### config.mk
export PLATFORM = sky130hd
export DESIGN_NAME = epcs_top
export DESIGN_NICKNAME = d
export VERILOG_FILES = /design/src/inc/epcs_pkg.sv /design/src/logic/epcs_top.sv
export VERILOG_INCLUDE_DIRS = /design/src /design/src/inc
export SDC_FILE = /design/constraint.sdc
export NUM_CORES = 1
export LEC_CHECK = 0
export ABC_AREA = 1
export BUFFER_PORTS_ARGS = -buffer_cell sky130_fd_sc_hd__clkbuf_2
export CAP_MARGIN = 15
export CORE_MARGIN = 3
export CORE_UTILIZATION = 45
export CTS_BUF_LIST = sky130_fd_sc_hd__clkbuf_8
export CTS_CLUSTER_DIAMETER = 200
export DETAILED_ROUTE_END_ITERATION = 10
export PLACE_DENSITY_LB_ADDON = 0.15
export SYNTH_ARGS = -nofsm -noshare
export SYNTH_HDL_FRONTEND = slang
export SYNTH_SLANG_ARGS = --single-unit
### constraint.sdc
create_clock -name sys_clk_i -period 2.39 [get_ports sys_clk_i]
set_clock_uncertainty 0.1 [all_clocks]
set_input_delay 0.3585 -clock sys_clk_i [delete_from_list [all_inputs] [get_ports sys_clk_i]]
set_output_delay 0.3585 -clock sys_clk_i [all_outputs]
set_load 0.005 [all_outputs]
### src/inc/epcs_defs.svh
// offsets, field positions, reset values and timing of the counter snapshot bank
`ifndef EPCS_DEFS_SVH
`define EPCS_DEFS_SVH

// ======================================================
// register indices, byte address is four times the index
`define EPCS_IDX_CRC_LO    6'h00
`define EPCS_IDX_CRC_HI    6'h01
`define EPCS_IDX_FRM_LO    6'h02
`define EPCS_IDX_FRM_HI    6'h03
`define EPCS_IDX_ALIGN     6'h04
`define EPCS_IDX_SYNC      6'h05
`define EPCS_IDX_PAT_LO    6'h06
`define EPCS_IDX_PAT_HI    6'h07
`define EPCS_IDX_LINE_LO   6'h08
`define EPCS_IDX_LINE_HI   6'h09
`define EPCS_IDX_CTRL      6'h10

// ======================================================
// monitor control fields and crc4 high field position
`define EPCS_CTRL_AUTO_BIT   0
`define EPCS_CTRL_MANUAL_BIT 1
`define EPCS_CTRL_HDB3_BIT   2
`define EPCS_CTRL_RESET      3'h0
`define EPCS_CRC_HI_POS      4

// ======================================================
// counter widths
`define EPCS_CRC_W   10
`define EPCS_FRM_W   12
`define EPCS_ALIGN_W 3
`define EPCS_SYNC_W  5
`define EPCS_PAT_W   16
`define EPCS_LINE_W  16

// ======================================================
// timing
`define EPCS_CLK_PERIOD_NS    50
`define EPCS_UPDATE_PERIOD_NS 1000000000
`define EPCS_UPDATE_CYCLES    (`EPCS_UPDATE_PERIOD_NS / `EPCS_CLK_PERIOD_NS)

`endif

### src/inc/epcs_pkg.sv
// types of the counter snapshot bank
`default_nettype none
package epcs_pkg;
    typedef struct packed {
        logic crc4_err;
        logic frame_pattern_err;
        logic align_shift;
        logic sync_loss;
        logic pattern_detector_err;
        logic bipolar_viol;
        logic code_viol;
    } epcs_events_t;

    typedef struct packed {
        logic hdb3_sel;
        logic manual_latch_bit;
        logic auto_latch_bit;
    } epcs_ctrl_t;
endpackage
`default_nettype wire

### src/logic/epcs_top.sv
// counter snapshot bank with avalon-mm slave
//
// The Avalon-MM interface to the registers was left to the implementer.
`timescale 1ns/1ps
`default_nettype none
`include "epcs_defs.svh"

// ======================================================
// one event counter with its snapshot
module epcs_counter #(
    parameter int W = 8
) (
    input  wire logic         sys_clk_i,
    input  wire logic         rst_n_i,
    input  wire logic         evt_i,
    input  wire logic         latch_i,
    output logic [W-1:0]      count_o,
    output logic [W-1:0]      snap_o
);
    // saturates rather than wrapping
    always_ff @(posedge sys_clk_i or negedge rst_n_i) begin
        if (!rst_n_i) begin
            count_o <= '0;
        end else if (latch_i) begin
            count_o <= {{(W-1){1'b0}}, evt_i};
        end else if (evt_i && !(&count_o)) begin
            count_o <= count_o + 1'b1;
        end
    end

    always_ff @(posedge sys_clk_i or negedge rst_n_i) begin
        if (!rst_n_i) begin
            snap_o <= '0;
        end else if (latch_i) begin
            snap_o <= count_o;
        end
    end

    property p_snap_takes_count;
        @(posedge sys_clk_i) disable iff (!rst_n_i)
        latch_i |=> snap_o == $past(count_o);
    endproperty
    a_snap_takes_count: assert property (p_snap_takes_count)
        else $error("snapshot missed the counter value");

    property p_restart_keeps_event;
        @(posedge sys_clk_i) disable iff (!rst_n_i)
        latch_i |=> count_o == {{(W-1){1'b0}}, $past(evt_i)};
    endproperty
    a_restart_keeps_event: assert property (p_restart_keeps_event)
        else $error("counter restart lost or doubled an event");

    property p_snap_holds;
        @(posedge sys_clk_i) disable iff (!rst_n_i)
        !latch_i |=> $stable(snap_o);
    endproperty
    a_snap_holds: assert property (p_snap_holds)
        else $error("snapshot changed without a group update");
endmodule

// ======================================================
// top: control, update timing, register read path
module epcs_top
    import epcs_pkg::*;
#(
    parameter int UPDATE_CYCLES = `EPCS_UPDATE_CYCLES
) (
    input  wire logic         sys_clk_i,
    input  wire logic         rst_n_i,
    input  wire logic [7:0]   avs_address_i,
    input  wire logic         avs_read_i,
    input  wire logic         avs_write_i,
    input  wire logic [31:0]  avs_writedata_i,
    input  wire logic [3:0]   avs_byteenable_i,
    output logic [31:0]       avs_readdata_o,
    output logic              avs_waitrequest_o,
    input  wire epcs_events_t events_i
);
    localparam int SW = $clog2(UPDATE_CYCLES + 1);

    epcs_ctrl_t                 ctrl;
    logic                       manual_q;
    logic                       manual_rise;
    logic [SW-1:0]              sec_cnt;
    logic                       sec_tick;
    logic                       latch;
    logic                       line_evt;
    logic                       rd_ack;
    logic [7:0]                 next_rd_byte;
    logic [5:0]                 idx;
    logic [`EPCS_CRC_W-1:0]     crc_cnt;
    logic [`EPCS_CRC_W-1:0]     crc_snap;
    logic [`EPCS_FRM_W-1:0]     frm_cnt;
    logic [`EPCS_FRM_W-1:0]     frm_snap;
    logic [`EPCS_ALIGN_W-1:0]   align_cnt;
    logic [`EPCS_ALIGN_W-1:0]   align_snap;
    logic [`EPCS_SYNC_W-1:0]    sync_cnt;
    logic [`EPCS_SYNC_W-1:0]    sync_snap;
    logic [`EPCS_PAT_W-1:0]     pat_cnt;
    logic [`EPCS_PAT_W-1:0]     pat_snap;
    logic [`EPCS_LINE_W-1:0]    line_cnt;
    logic [`EPCS_LINE_W-1:0]    line_snap;

    assign idx = avs_address_i[7:2];

    // ======================================================
    // monitor control register
    always_ff @(posedge sys_clk_i or negedge rst_n_i) begin
        if (!rst_n_i) begin
            ctrl <= `EPCS_CTRL_RESET;
        end else if (avs_write_i && avs_byteenable_i[0] && idx == `EPCS_IDX_CTRL) begin
            ctrl.auto_latch_bit   <= avs_writedata_i[`EPCS_CTRL_AUTO_BIT];
            ctrl.manual_latch_bit <= avs_writedata_i[`EPCS_CTRL_MANUAL_BIT];
            ctrl.hdb3_sel         <= avs_writedata_i[`EPCS_CTRL_HDB3_BIT];
        end
    end

    always_ff @(posedge sys_clk_i or negedge rst_n_i) begin
        if (!rst_n_i) begin
            manual_q <= 1'b0;
        end else begin
            manual_q <= ctrl.manual_latch_bit;
        end
    end

    assign manual_rise = ctrl.manual_latch_bit && !manual_q;

    // ======================================================
    // one second timer, runs only while auto update is on
    always_ff @(posedge sys_clk_i or negedge rst_n_i) begin
        if (!rst_n_i) begin
            sec_cnt <= '0;
        end else if (!ctrl.auto_latch_bit || sec_tick) begin
            sec_cnt <= '0;
        end else begin
            sec_cnt <= sec_cnt + 1'b1;
        end
    end

    assign sec_tick = ctrl.auto_latch_bit && sec_cnt == SW'(UPDATE_CYCLES - 1);
    assign latch    = manual_rise || sec_tick;

    // ======================================================
    // event counters and snapshots
    assign line_evt = ctrl.hdb3_sel ? events_i.code_viol : events_i.bipolar_viol;

    epcs_counter #(.W(`EPCS_CRC_W)) u_crc (
        .sys_clk_i (sys_clk_i),
        .rst_n_i   (rst_n_i),
        .evt_i     (events_i.crc4_err),
        .latch_i   (latch),
        .count_o   (crc_cnt),
        .snap_o    (crc_snap)
    );

    epcs_counter #(.W(`EPCS_FRM_W)) u_frm (
        .sys_clk_i (sys_clk_i),
        .rst_n_i   (rst_n_i),
        .evt_i     (events_i.frame_pattern_err),
        .latch_i   (latch),
        .count_o   (frm_cnt),
        .snap_o    (frm_snap)
    );

    epcs_counter #(.W(`EPCS_ALIGN_W)) u_align (
        .sys_clk_i (sys_clk_i),
        .rst_n_i   (rst_n_i),
        .evt_i     (events_i.align_shift),
        .latch_i   (latch),
        .count_o   (align_cnt),
        .snap_o    (align_snap)
    );

    epcs_counter #(.W(`EPCS_SYNC_W)) u_sync (
        .sys_clk_i (sys_clk_i),
        .rst_n_i   (rst_n_i),
        .evt_i     (events_i.sync_loss),
        .latch_i   (latch),
        .count_o   (sync_cnt),
        .snap_o    (sync_snap)
    );

    epcs_counter #(.W(`EPCS_PAT_W)) u_pat (
        .sys_clk_i (sys_clk_i),
        .rst_n_i   (rst_n_i),
        .evt_i     (events_i.pattern_detector_err),
        .latch_i   (latch),
        .count_o   (pat_cnt),
        .snap_o    (pat_snap)
    );

    epcs_counter #(.W(`EPCS_LINE_W)) u_line (
        .sys_clk_i (sys_clk_i),
        .rst_n_i   (rst_n_i),
        .evt_i     (line_evt),
        .latch_i   (latch),
        .count_o   (line_cnt),
        .snap_o    (line_snap)
    );

    // ======================================================
    // read path: one wait cycle, data from flip-flops
    always_comb begin
        next_rd_byte = 8'h00;
        case (idx)
            `EPCS_IDX_CRC_LO:  next_rd_byte = crc_snap[7:0];
            `EPCS_IDX_CRC_HI:  next_rd_byte = {2'h0, crc_snap[9:8], 4'h0};
            `EPCS_IDX_FRM_LO:  next_rd_byte = frm_snap[7:0];
            `EPCS_IDX_FRM_HI:  next_rd_byte = {4'h0, frm_snap[11:8]};
            `EPCS_IDX_ALIGN:   next_rd_byte = {5'h00, align_snap};
            `EPCS_IDX_SYNC:    next_rd_byte = {3'h0, sync_snap};
            `EPCS_IDX_PAT_LO:  next_rd_byte = pat_snap[7:0];
            `EPCS_IDX_PAT_HI:  next_rd_byte = pat_snap[15:8];
            `EPCS_IDX_LINE_LO: next_rd_byte = line_snap[7:0];
            `EPCS_IDX_LINE_HI: next_rd_byte = line_snap[15:8];
            `EPCS_IDX_CTRL:    next_rd_byte = {5'h00, ctrl};
            default:           next_rd_byte = 8'h00;
        endcase
    end

    always_ff @(posedge sys_clk_i or negedge rst_n_i) begin
        if (!rst_n_i) begin
            rd_ack <= 1'b0;
        end else begin
            rd_ack <= avs_read_i && !rd_ack;
        end
    end

    always_ff @(posedge sys_clk_i or negedge rst_n_i) begin
        if (!rst_n_i) begin
            avs_readdata_o <= 32'h0000_0000;
        end else if (avs_read_i && !rd_ack) begin
            avs_readdata_o <= {24'h00_0000, next_rd_byte};
        end
    end

    assign avs_waitrequest_o = avs_read_i && !rd_ack;

    // ======================================================
    // checks
    property p_manual_edge_loads;
        @(posedge sys_clk_i) disable iff (!rst_n_i)
        $rose(ctrl.manual_latch_bit) |=> crc_snap == $past(crc_cnt) && line_snap == $past(line_cnt);
    endproperty
    a_manual_edge_loads: assert property (p_manual_edge_loads)
        else $error("manual update did not load the group");

    property p_manual_level_no_reload;
        @(posedge sys_clk_i) disable iff (!rst_n_i)
        ctrl.manual_latch_bit && manual_q && !sec_tick |-> !latch;
    endproperty
    a_manual_level_no_reload: assert property (p_manual_level_no_reload)
        else $error("update fired on a held manual bit");

    property p_auto_period;
        @(posedge sys_clk_i) disable iff (!rst_n_i)
        $rose(ctrl.auto_latch_bit) && !manual_rise |-> !latch [*2];
    endproperty
    a_auto_period: assert property (p_auto_period)
        else $error("auto update fired before a full second");

    property p_auto_tick;
        @(posedge sys_clk_i) disable iff (!rst_n_i)
        ctrl.auto_latch_bit && sec_cnt == SW'(UPDATE_CYCLES - 1) |=> sec_cnt == '0 && pat_snap == $past(pat_cnt);
    endproperty
    a_auto_tick: assert property (p_auto_tick)
        else $error("one second update missed");

    property p_crc_low_read;
        @(posedge sys_clk_i) disable iff (!rst_n_i)
        avs_read_i && !rd_ack && idx == `EPCS_IDX_CRC_LO && !latch |=> avs_readdata_o == {24'h00_0000, crc_snap[7:0]};
    endproperty
    a_crc_low_read: assert property (p_crc_low_read)
        else $error("crc4 low byte read wrong");

    property p_crc_high_read;
        @(posedge sys_clk_i) disable iff (!rst_n_i)
        avs_read_i && !rd_ack && idx == `EPCS_IDX_CRC_HI |=>
            avs_readdata_o[`EPCS_CRC_HI_POS+1:`EPCS_CRC_HI_POS] == $past(crc_snap[9:8])
            && avs_readdata_o[3:0] == 4'h0 && avs_readdata_o[31:6] == 26'h0;
    endproperty
    a_crc_high_read: assert property (p_crc_high_read)
        else $error("crc4 high bits misplaced");

    property p_frame_high_read;
        @(posedge sys_clk_i) disable iff (!rst_n_i)
        avs_read_i && !rd_ack && idx == `EPCS_IDX_FRM_HI |=> avs_readdata_o == {28'h0, $past(frm_snap[11:8])};
    endproperty
    a_frame_high_read: assert property (p_frame_high_read)
        else $error("frame error high nibble read wrong");

    property p_align_read;
        @(posedge sys_clk_i) disable iff (!rst_n_i)
        avs_read_i && !rd_ack && idx == `EPCS_IDX_ALIGN |=> avs_readdata_o == {29'h0, $past(align_snap)};
    endproperty
    a_align_read: assert property (p_align_read)
        else $error("alignment shift field read wrong");

    property p_sync_read;
        @(posedge sys_clk_i) disable iff (!rst_n_i)
        avs_read_i && !rd_ack && idx == `EPCS_IDX_SYNC |=> avs_readdata_o == {27'h0, $past(sync_snap)};
    endproperty
    a_sync_read: assert property (p_sync_read)
        else $error("sync loss field read wrong");

    property p_pattern_high_read;
        @(posedge sys_clk_i) disable iff (!rst_n_i)
        avs_read_i && !rd_ack && idx == `EPCS_IDX_PAT_HI |=> avs_readdata_o == {24'h0, $past(pat_snap[15:8])};
    endproperty
    a_pattern_high_read: assert property (p_pattern_high_read)
        else $error("pattern detector high byte read wrong");

    property p_line_select;
        @(posedge sys_clk_i) disable iff (!rst_n_i)
        !latch && !(&line_cnt) && (ctrl.hdb3_sel ? events_i.code_viol : events_i.bipolar_viol)
            |=> line_cnt == $past(line_cnt) + 16'h0001;
    endproperty
    a_line_select: assert property (p_line_select)
        else $error("line violation from the wrong decoder");

    property p_read_one_wait;
        @(posedge sys_clk_i) disable iff (!rst_n_i)
        avs_read_i && !rd_ack |-> avs_waitrequest_o ##1 !avs_waitrequest_o;
    endproperty
    a_read_one_wait: assert property (p_read_one_wait)
        else $error("read not answered after one wait cycle");
endmodule
`default_nettype wire

==> results.yml, run 1 <==
outcome:
  run_status: "finished clean"
cells_and_area:
  post_route_cells_drive_above_1_share_pct: 7.352
  layout-area-overhead-vs-synth_pct: 9.115
  final.fill_count: 1952
  register_area_um2: 4054
  n_antenna_cell: 0
  final_nets: 1316
  multi_input_comb_area_um2: 3924
synth:
  synth.ff_latch_count: 162
  synth-edff-count: 0
  mappedNetlistArea_um2: 8812
  synthArstFlopShare_pct: 100.0
  synth-warning-count: 0
  synth-simple-area-share_pct: 34.19
  synth.top_cells.by_count: "382 x sky130_fd_sc_hd__nand2_1, 207 x sky130_fd_sc_hd__nor2_1, 162 x sky130_fd_sc_hd__dfrtp_1, 147 x sky130_fd_sc_hd__inv_1, 60 x sky130_fd_sc_hd__nand3_1"
  largest_family_of_logic_cells_by_synthesized_area: "simple AND/OR/NAND/NOR gates"
  sequential_fraction_of_the_synthesis_area_pct: 46.00
  synth.distinct_cells: 35
  ys_flop_type: "sky130_fd_sc_hd__dfrtp_1"
  yosys-top-cells-area: "sky130_fd_sc_hd__dfrtp_1 46%, sky130_fd_sc_hd__nand2_1 16%, sky130_fd_sc_hd__nor2_1 8.8%"
  postSynthCellCount: 1221
  synthDominantAreaCellType: "sky130_fd_sc_hd__dfrtp_1"
  synth_mux_area_share_pct: 0
  yosysTopAreaCellShare_pct: 46.00
  post_synth_fa_ha_maj_area_fraction_pct: 1.278
  synth_compound_area_share_pct: 6.616
  cell_with_the_most_instances_after_synthesis: "sky130_fd_sc_hd__nand2_1"
  avgSynthCellArea_um2: 7.217
  xor_xnor_share_of_the_synthesized_area_pct: 1.391
floorplanning:
  ios: 88
  floorplan.die_area_um2: 21300
  design.core.area_um2: 18960
  floorplan.die.width_um: 145.9
  die_height_um: 145.9
  std_cell_rows: 50
  floorplan.initialDensity_pct: 46.49
global_routing:
  remaining_overflow_grt: 0
  use_met1_pct: 29.27
  grtUsageMet2_pct: 29.91
  grt_max_degree: 62
  grt_antenna_before_repair: 0
  groute.usage.overall_pct: 19.63
  global_route.usage.met3_pct: 3.457
  first_global_vias: 6783
  wire_length_of_the_first_global_routing_pass_um: 34050
  globalRoute.busiestLayer: "met2"
critical_path:
  wp_data_required_ns: 2.62
  critPathMaxFanout: 54
  worst_setup_path_start_kind: "register"
  critPathCaptureType: "register"
  worst-setup-path-type: "reg2reg"
  arrival_time_of_the_worst_setup_path_ns: 2.35
pwr:
  vdd_drop_max_v: 0.0003730
  power_leakage_nw: 4.739
  power.density_nw_per_um2: 744.2
timing:
  post_layout_minimum_cycle_time_ns: 2.119
  rsz_0062_raised_after_global_routing: "false"
  finalSetupViolations: 0
  worst-slew-pin-transition_ns: 0.6492
  worst_slew_margin_rel_pct: 56.56
  min_period_over_period_pct: 88.67
  fin_worst_hold_slack_ns: 0.03784
  hold_violations: 0
  timing.fmax_mhz: 471.9
  tns_ns: 0
  slew_violations: 0
run:
  max_cap_viols: 0
clock_tree:
  max-clock-path-buffers: 2
  clk_latency_ns: 0.45
  cts_inserted_buffers: 17
  cts_max_level: 4
  cts-root-buf: "sky130_fd_sc_hd__clkbuf_8"
  cts.repair_timing.setup_buffer_count: 0
  cts_tree: "done"
  clk_pin_slew_worst_setup_hold_paths_ns: 0.09
  clkSinkCount: 162
detailed_routing:
  via_density_per_instance: 4.820
  vias: 7350
  antenna_viol_nets_final: 0
  drc_errors: 0
  wl_per_cell_um: 13.25
  detailedRoute.firstIterationViolations: 451
  first_pass_iters: 5
  wirelength_um: 20210
place:
  place.gp.congestion: 0.9131
  place.port_buffers: 29
  hpwl_um: 14690
hold_path:
  min-delay-path-class: "in2reg"
[registers in the layout (all words and copies together), names as in the netlist]
| signal | count |
|---|---|
| avs_readdata_o | 8 |
| ctrl | 3 |
| manual_q | 1 |
| rd_ack | 1 |
| sec_cnt | 25 |
| u_align.count_o | 3 |
| u_align.snap_o | 3 |
| u_crc.count_o | 10 |
| u_crc.snap_o | 10 |
| u_frm.count_o | 12 |
| u_frm.snap_o | 12 |
| u_line.count_o | 16 |
| u_line.snap_o | 16 |
| u_pat.count_o | 16 |
| u_pat.snap_o | 16 |
| u_sync.count_o | 5 |
| u_sync.snap_o | 5 |
[logic make-up after synthesis]
group,after synthesis
simple gates,729
buf+inv,204
flops,162
compound gates,102
xor+xnor,14
fa+ha+maj,9
other cells,1
[metrics by stage]
step,instances,total power [mW],setup WS (ns),utilization [%],instance area [µm²]
finish,1525,7.156,0.2709,50.73,9615
global placement,1492,5.046,0.2816,48.45,9184
CTS,1525,7.246,0.2232,50.71,9613
floorplan,1244,4.639,0.5646,-,8899
detailed placement,1492,5.080,0.2530,48.45,9184
global route,1525,7.648,0.01756,50.73,9615
[metal layers]
layer / share of wire (%) / wire, µm
met5: 0 / 0
met4: 1.2 / 242
met3: 4.1 / 832
met2: 43 / 8773
met1: 51 / 10360
[layout make-up]
cell class / count / area share [%]
inverter: 151 / 5.895
tap: 260 / 3.383
clock buffer: 18 / 2.576
timing repair buffer: 42 / 3.396
clock inverter: 14 / 1.783
sequential: 162 / 42.16
multi-input combinational: 878 / 40.81
[path summary, 6_finish.rpt]
check                                                end                  from  cells after the start  slack (ns)
setup / recovery             u_crc.snap_o[3]$_DFFE_PN0N_  sec_cnt[0]$_DFF_PN0_                     11        0.27
hold / removal             u_sync.count_o[0]$_DFFE_PN0P_           events_i[3]                      3        0.04
setup reg to reg             u_crc.snap_o[3]$_DFFE_PN0N_  sec_cnt[0]$_DFF_PN0_                     11        0.27
hold reg to reg                       manual_q$_DFF_PN0_   ctrl[1]$_DFFE_PN0P_                      0        0.36
max in group asynchronous   u_pat.count_o[5]$_DFFE_PN0P_               rst_n_i                      3        1.32
min in group asynchronous           sec_cnt[4]$_DFF_PN0_               rst_n_i                      2        0.24
[where the power goes]
| group | internal [mW] | leakage, nW | switching [mW] |
|---|---|---|---|
| Combinational | 0.492 | 2.34 | 0.817 |
| Sequential | 3.26 | 2.17 | 0.449 |
| Clock | 1.14 | 0.222 | 0.998 |
| Total | 4.89 | 4.74 | 2.26 |
[placed cells by master, fill, tap and decap left out, types with 5 or more instances in the layout]
master	instances
sky130_fd_sc_hd__o21ai_2	12
sky130_fd_sc_hd__buf_4	6
sky130_fd_sc_hd__o21bai_1	7
sky130_fd_sc_hd__nor2_1	206
sky130_fd_sc_hd__o21ai_0	52
sky130_fd_sc_hd__xor2_1	10
sky130_fd_sc_hd__conb_1	24
sky130_fd_sc_hd__nand4_1	36
sky130_fd_sc_hd__nor3b_1	6
sky130_fd_sc_hd__clkinv_2	5
sky130_fd_sc_hd__a21oi_1	16
sky130_fd_sc_hd__inv_1	150
sky130_fd_sc_hd__ha_1	9
sky130_fd_sc_hd__clkbuf_2	28
sky130_fd_sc_hd__clkbuf_8	18
sky130_fd_sc_hd__nand3_1	60
sky130_fd_sc_hd__nor3_1	26
sky130_fd_sc_hd__dfrtp_1	162
sky130_fd_sc_hd__o21ai_1	10
sky130_fd_sc_hd__buf_12	6
sky130_fd_sc_hd__nand2_1	382
[worst max-delay path, stage by stage (launching register included)]
cell	delay (ns)
sky130_fd_sc_hd__dfrtp_1	0.40
sky130_fd_sc_hd__ha_1	0.18
sky130_fd_sc_hd__nand2_1	0.10
sky130_fd_sc_hd__nor2_4	0.16
sky130_fd_sc_hd__nand2_2	0.14
sky130_fd_sc_hd__nor2_4	0.14
sky130_fd_sc_hd__nand3_2	0.10
sky130_fd_sc_hd__nand2_4	0.21
sky130_fd_sc_hd__inv_2	0.10
sky130_fd_sc_hd__buf_12	0.20
sky130_fd_sc_hd__nand2_1	0.09
sky130_fd_sc_hd__o21ai_0	0.07
[repair_timing]
item / CTS / global route
resized for setup: 0 / 1
endpoints found under the hold margin: 118 / 0
endpoints found under the setup margin: 0 / 6
hold buffers: 1 / 0
Note: power is estimated with default switching activity, not from simulation.
==> run 2, diff against run 1 <==
- clock period: 2.39 -> 2.1 ns (I/O delays scaled with it)
==> results.yml, run 2 (synthesized netlist as in run 1, its figures left out) <==
floorplanning:
  floorplan.die_area_um2: 21300
  design.core.area_um2: 18960
  floorplan.initialDensity_pct: 46.49
  die_height_um: 145.9
  std_cell_rows: 50
  floorplan.die.width_um: 145.9
  ios: 88
timing:
  post_layout_minimum_cycle_time_ns: 1.990
  fin_worst_hold_slack_ns: 0.03088
  worst-slew-pin-transition_ns: 0.5181
  worst_slew_margin_rel_pct: 65.46
  slew_violations: 0
  hold_violations: 0
  timing.fmax_mhz: 502.6
  timing.final.ws_setup_ns: 0.1104
  min_period_over_period_pct: 94.74
  finalSetupViolations: 0
  tns_ns: 0
critical_path:
  timing.critical_path.slowest_stage_cell: "sky130_fd_sc_hd__dfrtp_1"
  critPathMaxFanout: 45
  arrival_time_of_the_worst_setup_path_ns: 2.23
  rrSetupSlack_ns: 0.11
  worst_path_largest_cell_delay_ns: 0.40
  wp_data_required_ns: 2.34
  critPathCaptureType: "register"
  worst-setup-path-type: "reg2reg"
  ordered_list_of_cells_on_the_worst_path: "ha_1, nand2_1, nor2_4, nand2_4, nor2_4, nand3_2, nand2_4, inv_2, buf_12, nand2_1, o21ai_2"
  worst_setup_path_start_kind: "register"
global_routing:
  wire_length_of_the_first_global_routing_pass_um: 35170
  remaining_overflow_grt: 0
  grt_max_degree: 54
  first_global_vias: 7070
  groute.usage.overall_pct: 20.24
  grt_antenna_before_repair: 1
cells_and_area:
  layout.cells.most_common: "sky130_fd_sc_hd__nand2_1"
  final_nets: 1342
  fin_area_um2: 9836
  finish.utilization_pct: 51.89
  post_route_cells_drive_above_1_share_pct: 8.915
  layout-area-overhead-vs-synth_pct: 11.61
  largest_register_ffs: 25
  largest-register: "sec_cnt"
  most-common-layout-cells: "382 x sky130_fd_sc_hd__nand2_1, 205 x sky130_fd_sc_hd__nor2_1, 162 x sky130_fd_sc_hd__dfrtp_1, 149 x sky130_fd_sc_hd__inv_1, 59 x sky130_fd_sc_hd__nand3_1"
  stdcell_count: 1551
detailed_routing:
  wl_per_cell_um: 13.45
  drc_errors: 0
  via_density_per_instance: 4.892
  antenna_viol_nets_final: 0
  vias: 7587
  route.top_layer_used: "met4"
  detailedRoute.firstIterationViolations: 517
  wirelength_um: 20870
  route.met2.wl_um: 9332
  first_pass_iters: 5
  wl_met3_um: 1022
  drt-met1-wl_um: 10320
place:
  hpwl_um: 15220
  place.gp.congestion: 0.9187
  placed_cell_area_um2: 9284
  placed_cells_incl_taps: 1507
  place.port_buffers: 29
  dp_slack_ns: 0.03697
clock_tree:
  max-clock-path-buffers: 2
  cts_inserted_buffers: 17
  cts-root-buf: "sky130_fd_sc_hd__clkbuf_8"
  cts_max_level: 4
  cts_tree: "done"
  clk_pin_slew_worst_setup_hold_paths_ns: 0.09
  clkSinkCount: 162
  clk_latency_ns: 0.46
outcome:
  run_status: "finished clean"
pwr:
  design_power_total_mw: 8.229
  power_leakage_nw: 4.872
  power.density_nw_per_um2: 836.7
  vdd_drop_max_v: 0.0004136
hold_path:
  min-delay-path-class: "in2reg"
run:
  max_cap_viols: 0
## run 2: cell count changes in the layout (fill, tap and decap cells not counted), sizes merged
cell	delta
clkinv	-2
dlygate4sd3	+6
inv	-1
clkbuf	+1
clkinvlp	+1
diode	+1
buf	+20
## run 2: timing repair
item	in CTS	in global routing
hold buffers	7	0
setup endpoints to repair	0	63
resized for setup	0	4
setup buffers	0	5
hold endpoints to repair	53	0
## run 2: worst max-delay path: cells and delay by family (launching register included)
| family | cells | cell delay, ns |
|---|---|---|
| AND/OR/NAND/NOR | 7 | 0.85 |
| buffers and inverters | 2 | 0.24 |
| flip-flops | 1 | 0.40 |
| AO/OA/AOI/OAI | 1 | 0.05 |
| adder cells (fa/ha/maj) | 1 | 0.18 |
## run 2: worst paths after layout
path,startpoint,to,depth (start not counted)
worst min-delay path,events_i[4],u_align.count_o[0]$_DFFE_PN0P_,3
min in group asynchronous,rst_n_i,sec_cnt[19]$_DFF_PN0_,2
worst max register to register,sec_cnt[0]$_DFF_PN0_,u_line.snap_o[3]$_DFFE_PN0N_,11
worst max-delay path,sec_cnt[0]$_DFF_PN0_,u_line.snap_o[3]$_DFFE_PN0N_,11
worst min register to register,ctrl[1]$_DFFE_PN0P_,manual_q$_DFF_PN0_,0
max in group asynchronous,rst_n_i,u_frm.snap_o[2]$_DFFE_PN0N_,3
## run 2: power breakdown
| group | internal (mW) | switching, mW | total, mW |
|---|---|---|---|
| clock network | 1.34 | 1.13 | 2.46 |
| logic | 0.591 | 0.961 | 1.55 |
| registers | 3.71 | 0.509 | 4.21 |
## run 2: layout make-up
| cell class | instances | area, µm² |
|---|---|---|
| Sequential cell | 162 | 4054 |
| Antenna cell | 1 | 2.502 |
| Clock buffer | 19 | 261.5 |
| Fill cell | 1853 | 9120 |
| Tap cell | 260 | 325.3 |
| Inverter | 151 | 566.8 |
| Timing Repair Buffer | 68 | 524.3 |
| Clock inverter | 12 | 165.2 |
| Multi-Input combinational cell | 878 | 3936 |
## run 2: routing by layer
| layer | track usage (%) | vias to the layer above |
|---|---|---|
| met5 | 0 | - |
| met4 | 5.556 | 0 |
| met3 | 3.768 | 19 |
| met2 | 30.66 | 173 |
| met1 | 29.87 | 3502 |
| li1 | - | 3893 |
==> run 3, diff against run 2 <==
- CORE_ASPECT_RATIO: not set -> 0.9
==> results.yml, run 3 (synthesized netlist as in run 1, its figures left out) <==
run:
  max_cap_viols: 0
critical_path:
  arrival_time_of_the_worst_setup_path_ns: 2.17
  wp_data_required_ns: 2.33
  critPathMaxFanout: 51
  worst-setup-path-type: "reg2reg"
  worst_setup_path_start_kind: "register"
  critPathCaptureType: "register"
clock_tree:
  clk_pin_slew_worst_setup_hold_paths_ns: 0.08
  clk_latency_ns: 0.46
  cts_inserted_buffers: 17
  cts_max_level: 4
  max-clock-path-buffers: 2
  clkSinkCount: 162
  cts-root-buf: "sky130_fd_sc_hd__clkbuf_8"
  cts_tree: "done"
timing:
  tns_ns: 0
  fin_worst_hold_slack_ns: 0.04287
  finalSetupViolations: 0
  worst_slew_margin_rel_pct: 65.55
  min_period_over_period_pct: 92.26
  hold_violations: 0
  slew_violations: 0
  worst-slew-pin-transition_ns: 0.5113
  timing.fmax_mhz: 516.2
  rsz_0062_raised_after_global_routing: "false"
  post_layout_minimum_cycle_time_ns: 1.937
floorplanning:
  floorplan.initialDensity_pct: 46.83
  std_cell_rows: 47
  ios: 88
  design.core.area_um2: 18820
  floorplan.die.width_um: 153.5
  floorplan.die_area_um2: 21300
  die_height_um: 138.8
place:
  placed_cells_incl_taps: 1495
  place.gp.congestion: 0.9310
  hpwl_um: 15360
  place.port_buffers: 29
global_routing:
  grt_max_degree: 52
  remaining_overflow_grt: 0
  first_global_vias: 6973
  groute.usage.overall_pct: 20.05
  grt_antenna_before_repair: 0
  wire_length_of_the_first_global_routing_pass_um: 35200
detailed_routing:
  drc_errors: 0
  first_pass_iters: 5
  detailedRoute.firstIterationViolations: 547
  vias: 7527
  wl_per_cell_um: 13.68
  wirelength_um: 21010
  via_density_per_instance: 4.900
  antenna_viol_nets_final: 0
cells_and_area:
  layout-area-overhead-vs-synth_pct: 11.53
  largest_register_ffs: 25
  final.fill_count: 1886
  most-common-layout-cells: "382 x sky130_fd_sc_hd__nand2_1, 205 x sky130_fd_sc_hd__nor2_1, 162 x sky130_fd_sc_hd__dfrtp_1, 147 x sky130_fd_sc_hd__inv_1, 59 x sky130_fd_sc_hd__nand3_1"
  post_route_cells_drive_above_1_share_pct: 9.218
  finish.utilization_pct: 52.23
  n_antenna_cell: 0
  layout.cells.most_common: "sky130_fd_sc_hd__nand2_1"
  largest-register: "sec_cnt"
  stdcell_count: 1536
  final_nets: 1342
pwr:
  power_leakage_nw: 4.871
  design_power_total_mw: 8.223
  power.density_nw_per_um2: 836.7
  vdd_drop_max_v: 0.0004750
hold_path:
  min-delay-path-class: "in2reg"
outcome:
  run_status: "finished clean"
## run 3: layout make-up
type                       instances  area [µm²]  area share [%]
clock inverter                    12       155.1           1.579
tap                              245       306.5           3.119
inverter                         151       566.8           5.767
multi-input combinational        878        3936           40.05
sequential                       162        4054           41.25
timing repair buffer              68       534.3           5.436
clock buffer                      20       275.3           2.801
## run 3: worst max-delay path: stages, from the launching register on
cell and delay [ns]:
sky130_fd_sc_hd__dfrtp_1 0.38, sky130_fd_sc_hd__ha_1 0.17, sky130_fd_sc_hd__nand2_1 0.10, sky130_fd_sc_hd__nor2_4 0.18, sky130_fd_sc_hd__nand2_4 0.10, sky130_fd_sc_hd__nor2_4 0.12, sky130_fd_sc_hd__nand3_2 0.11, sky130_fd_sc_hd__nand2_4 0.12
sky130_fd_sc_hd__inv_2 0.07, sky130_fd_sc_hd__buf_12 0.18, sky130_fd_sc_hd__nand2_1 0.09, sky130_fd_sc_hd__o21ai_1 0.06
## run 3: worst paths after layout
path / start / cells after the start / to / slack (ns)
setup / recovery: sec_cnt[1]$_DFF_PN0_ / 11 / u_frm.snap_o[9]$_DFFE_PN0N_ / 0.16
max in group asynchronous: rst_n_i / 3 / u_line.snap_o[4]$_DFFE_PN0N_ / 0.99
hold reg to reg: ctrl[1]$_DFFE_PN0P_ / 0 / manual_q$_DFF_PN0_ / 0.37
hold / removal: events_i[2] / 3 / u_pat.count_o[0]$_DFFE_PN0P_ / 0.04
setup reg to reg: sec_cnt[1]$_DFF_PN0_ / 11 / u_frm.snap_o[9]$_DFFE_PN0N_ / 0.16
min in group asynchronous: rst_n_i / 2 / sec_cnt[19]$_DFF_PN0_ / 0.27
## run 3: stage by stage
step                setup slack (ns)  instance area, µm²
global placement             0.03863                9300
detailed placement           0.01003                9300
global route                 0.01181                9828
floorplan                     0.2746                8899
CTS                          0.07933                9793
finish                        0.1626                9828
## run 3: what timing repair did
| item | 4_1_cts | 5_1_grt |
|---|---|---|
| hold buffers | 6 | 0 |
| endpoints found under the hold margin | 44 | 0 |
| resized for setup | 1 | 3 |
| endpoints found under the setup margin | 1 | 100 |
| pin swaps | 0 | 2 |
| setup buffers | 0 | 3 |
## run 3: per-layer routing
metal / share of wire, % / wire [µm] / vias up / track usage, %
met2: 42 / 8765 / 157 / 28.50
met5: 0 / 0 / - / 0
li1: - / - / 3882 / -
met3: 5.7 / 1197 / 16 / 4.618
met1: 51 / 10800 / 3472 / 31.18
met4: 1.2 / 245 / 0 / 4.322
## run 3: where the power goes
part | switching [mW] | internal (mW) | leakage, nW
clock | 1.19 | 1.27 | 0.209
combinational | 0.961 | 0.595 | 2.49
sequential | 0.501 | 3.70 | 2.17
total | 2.65 | 5.57 | 4.87
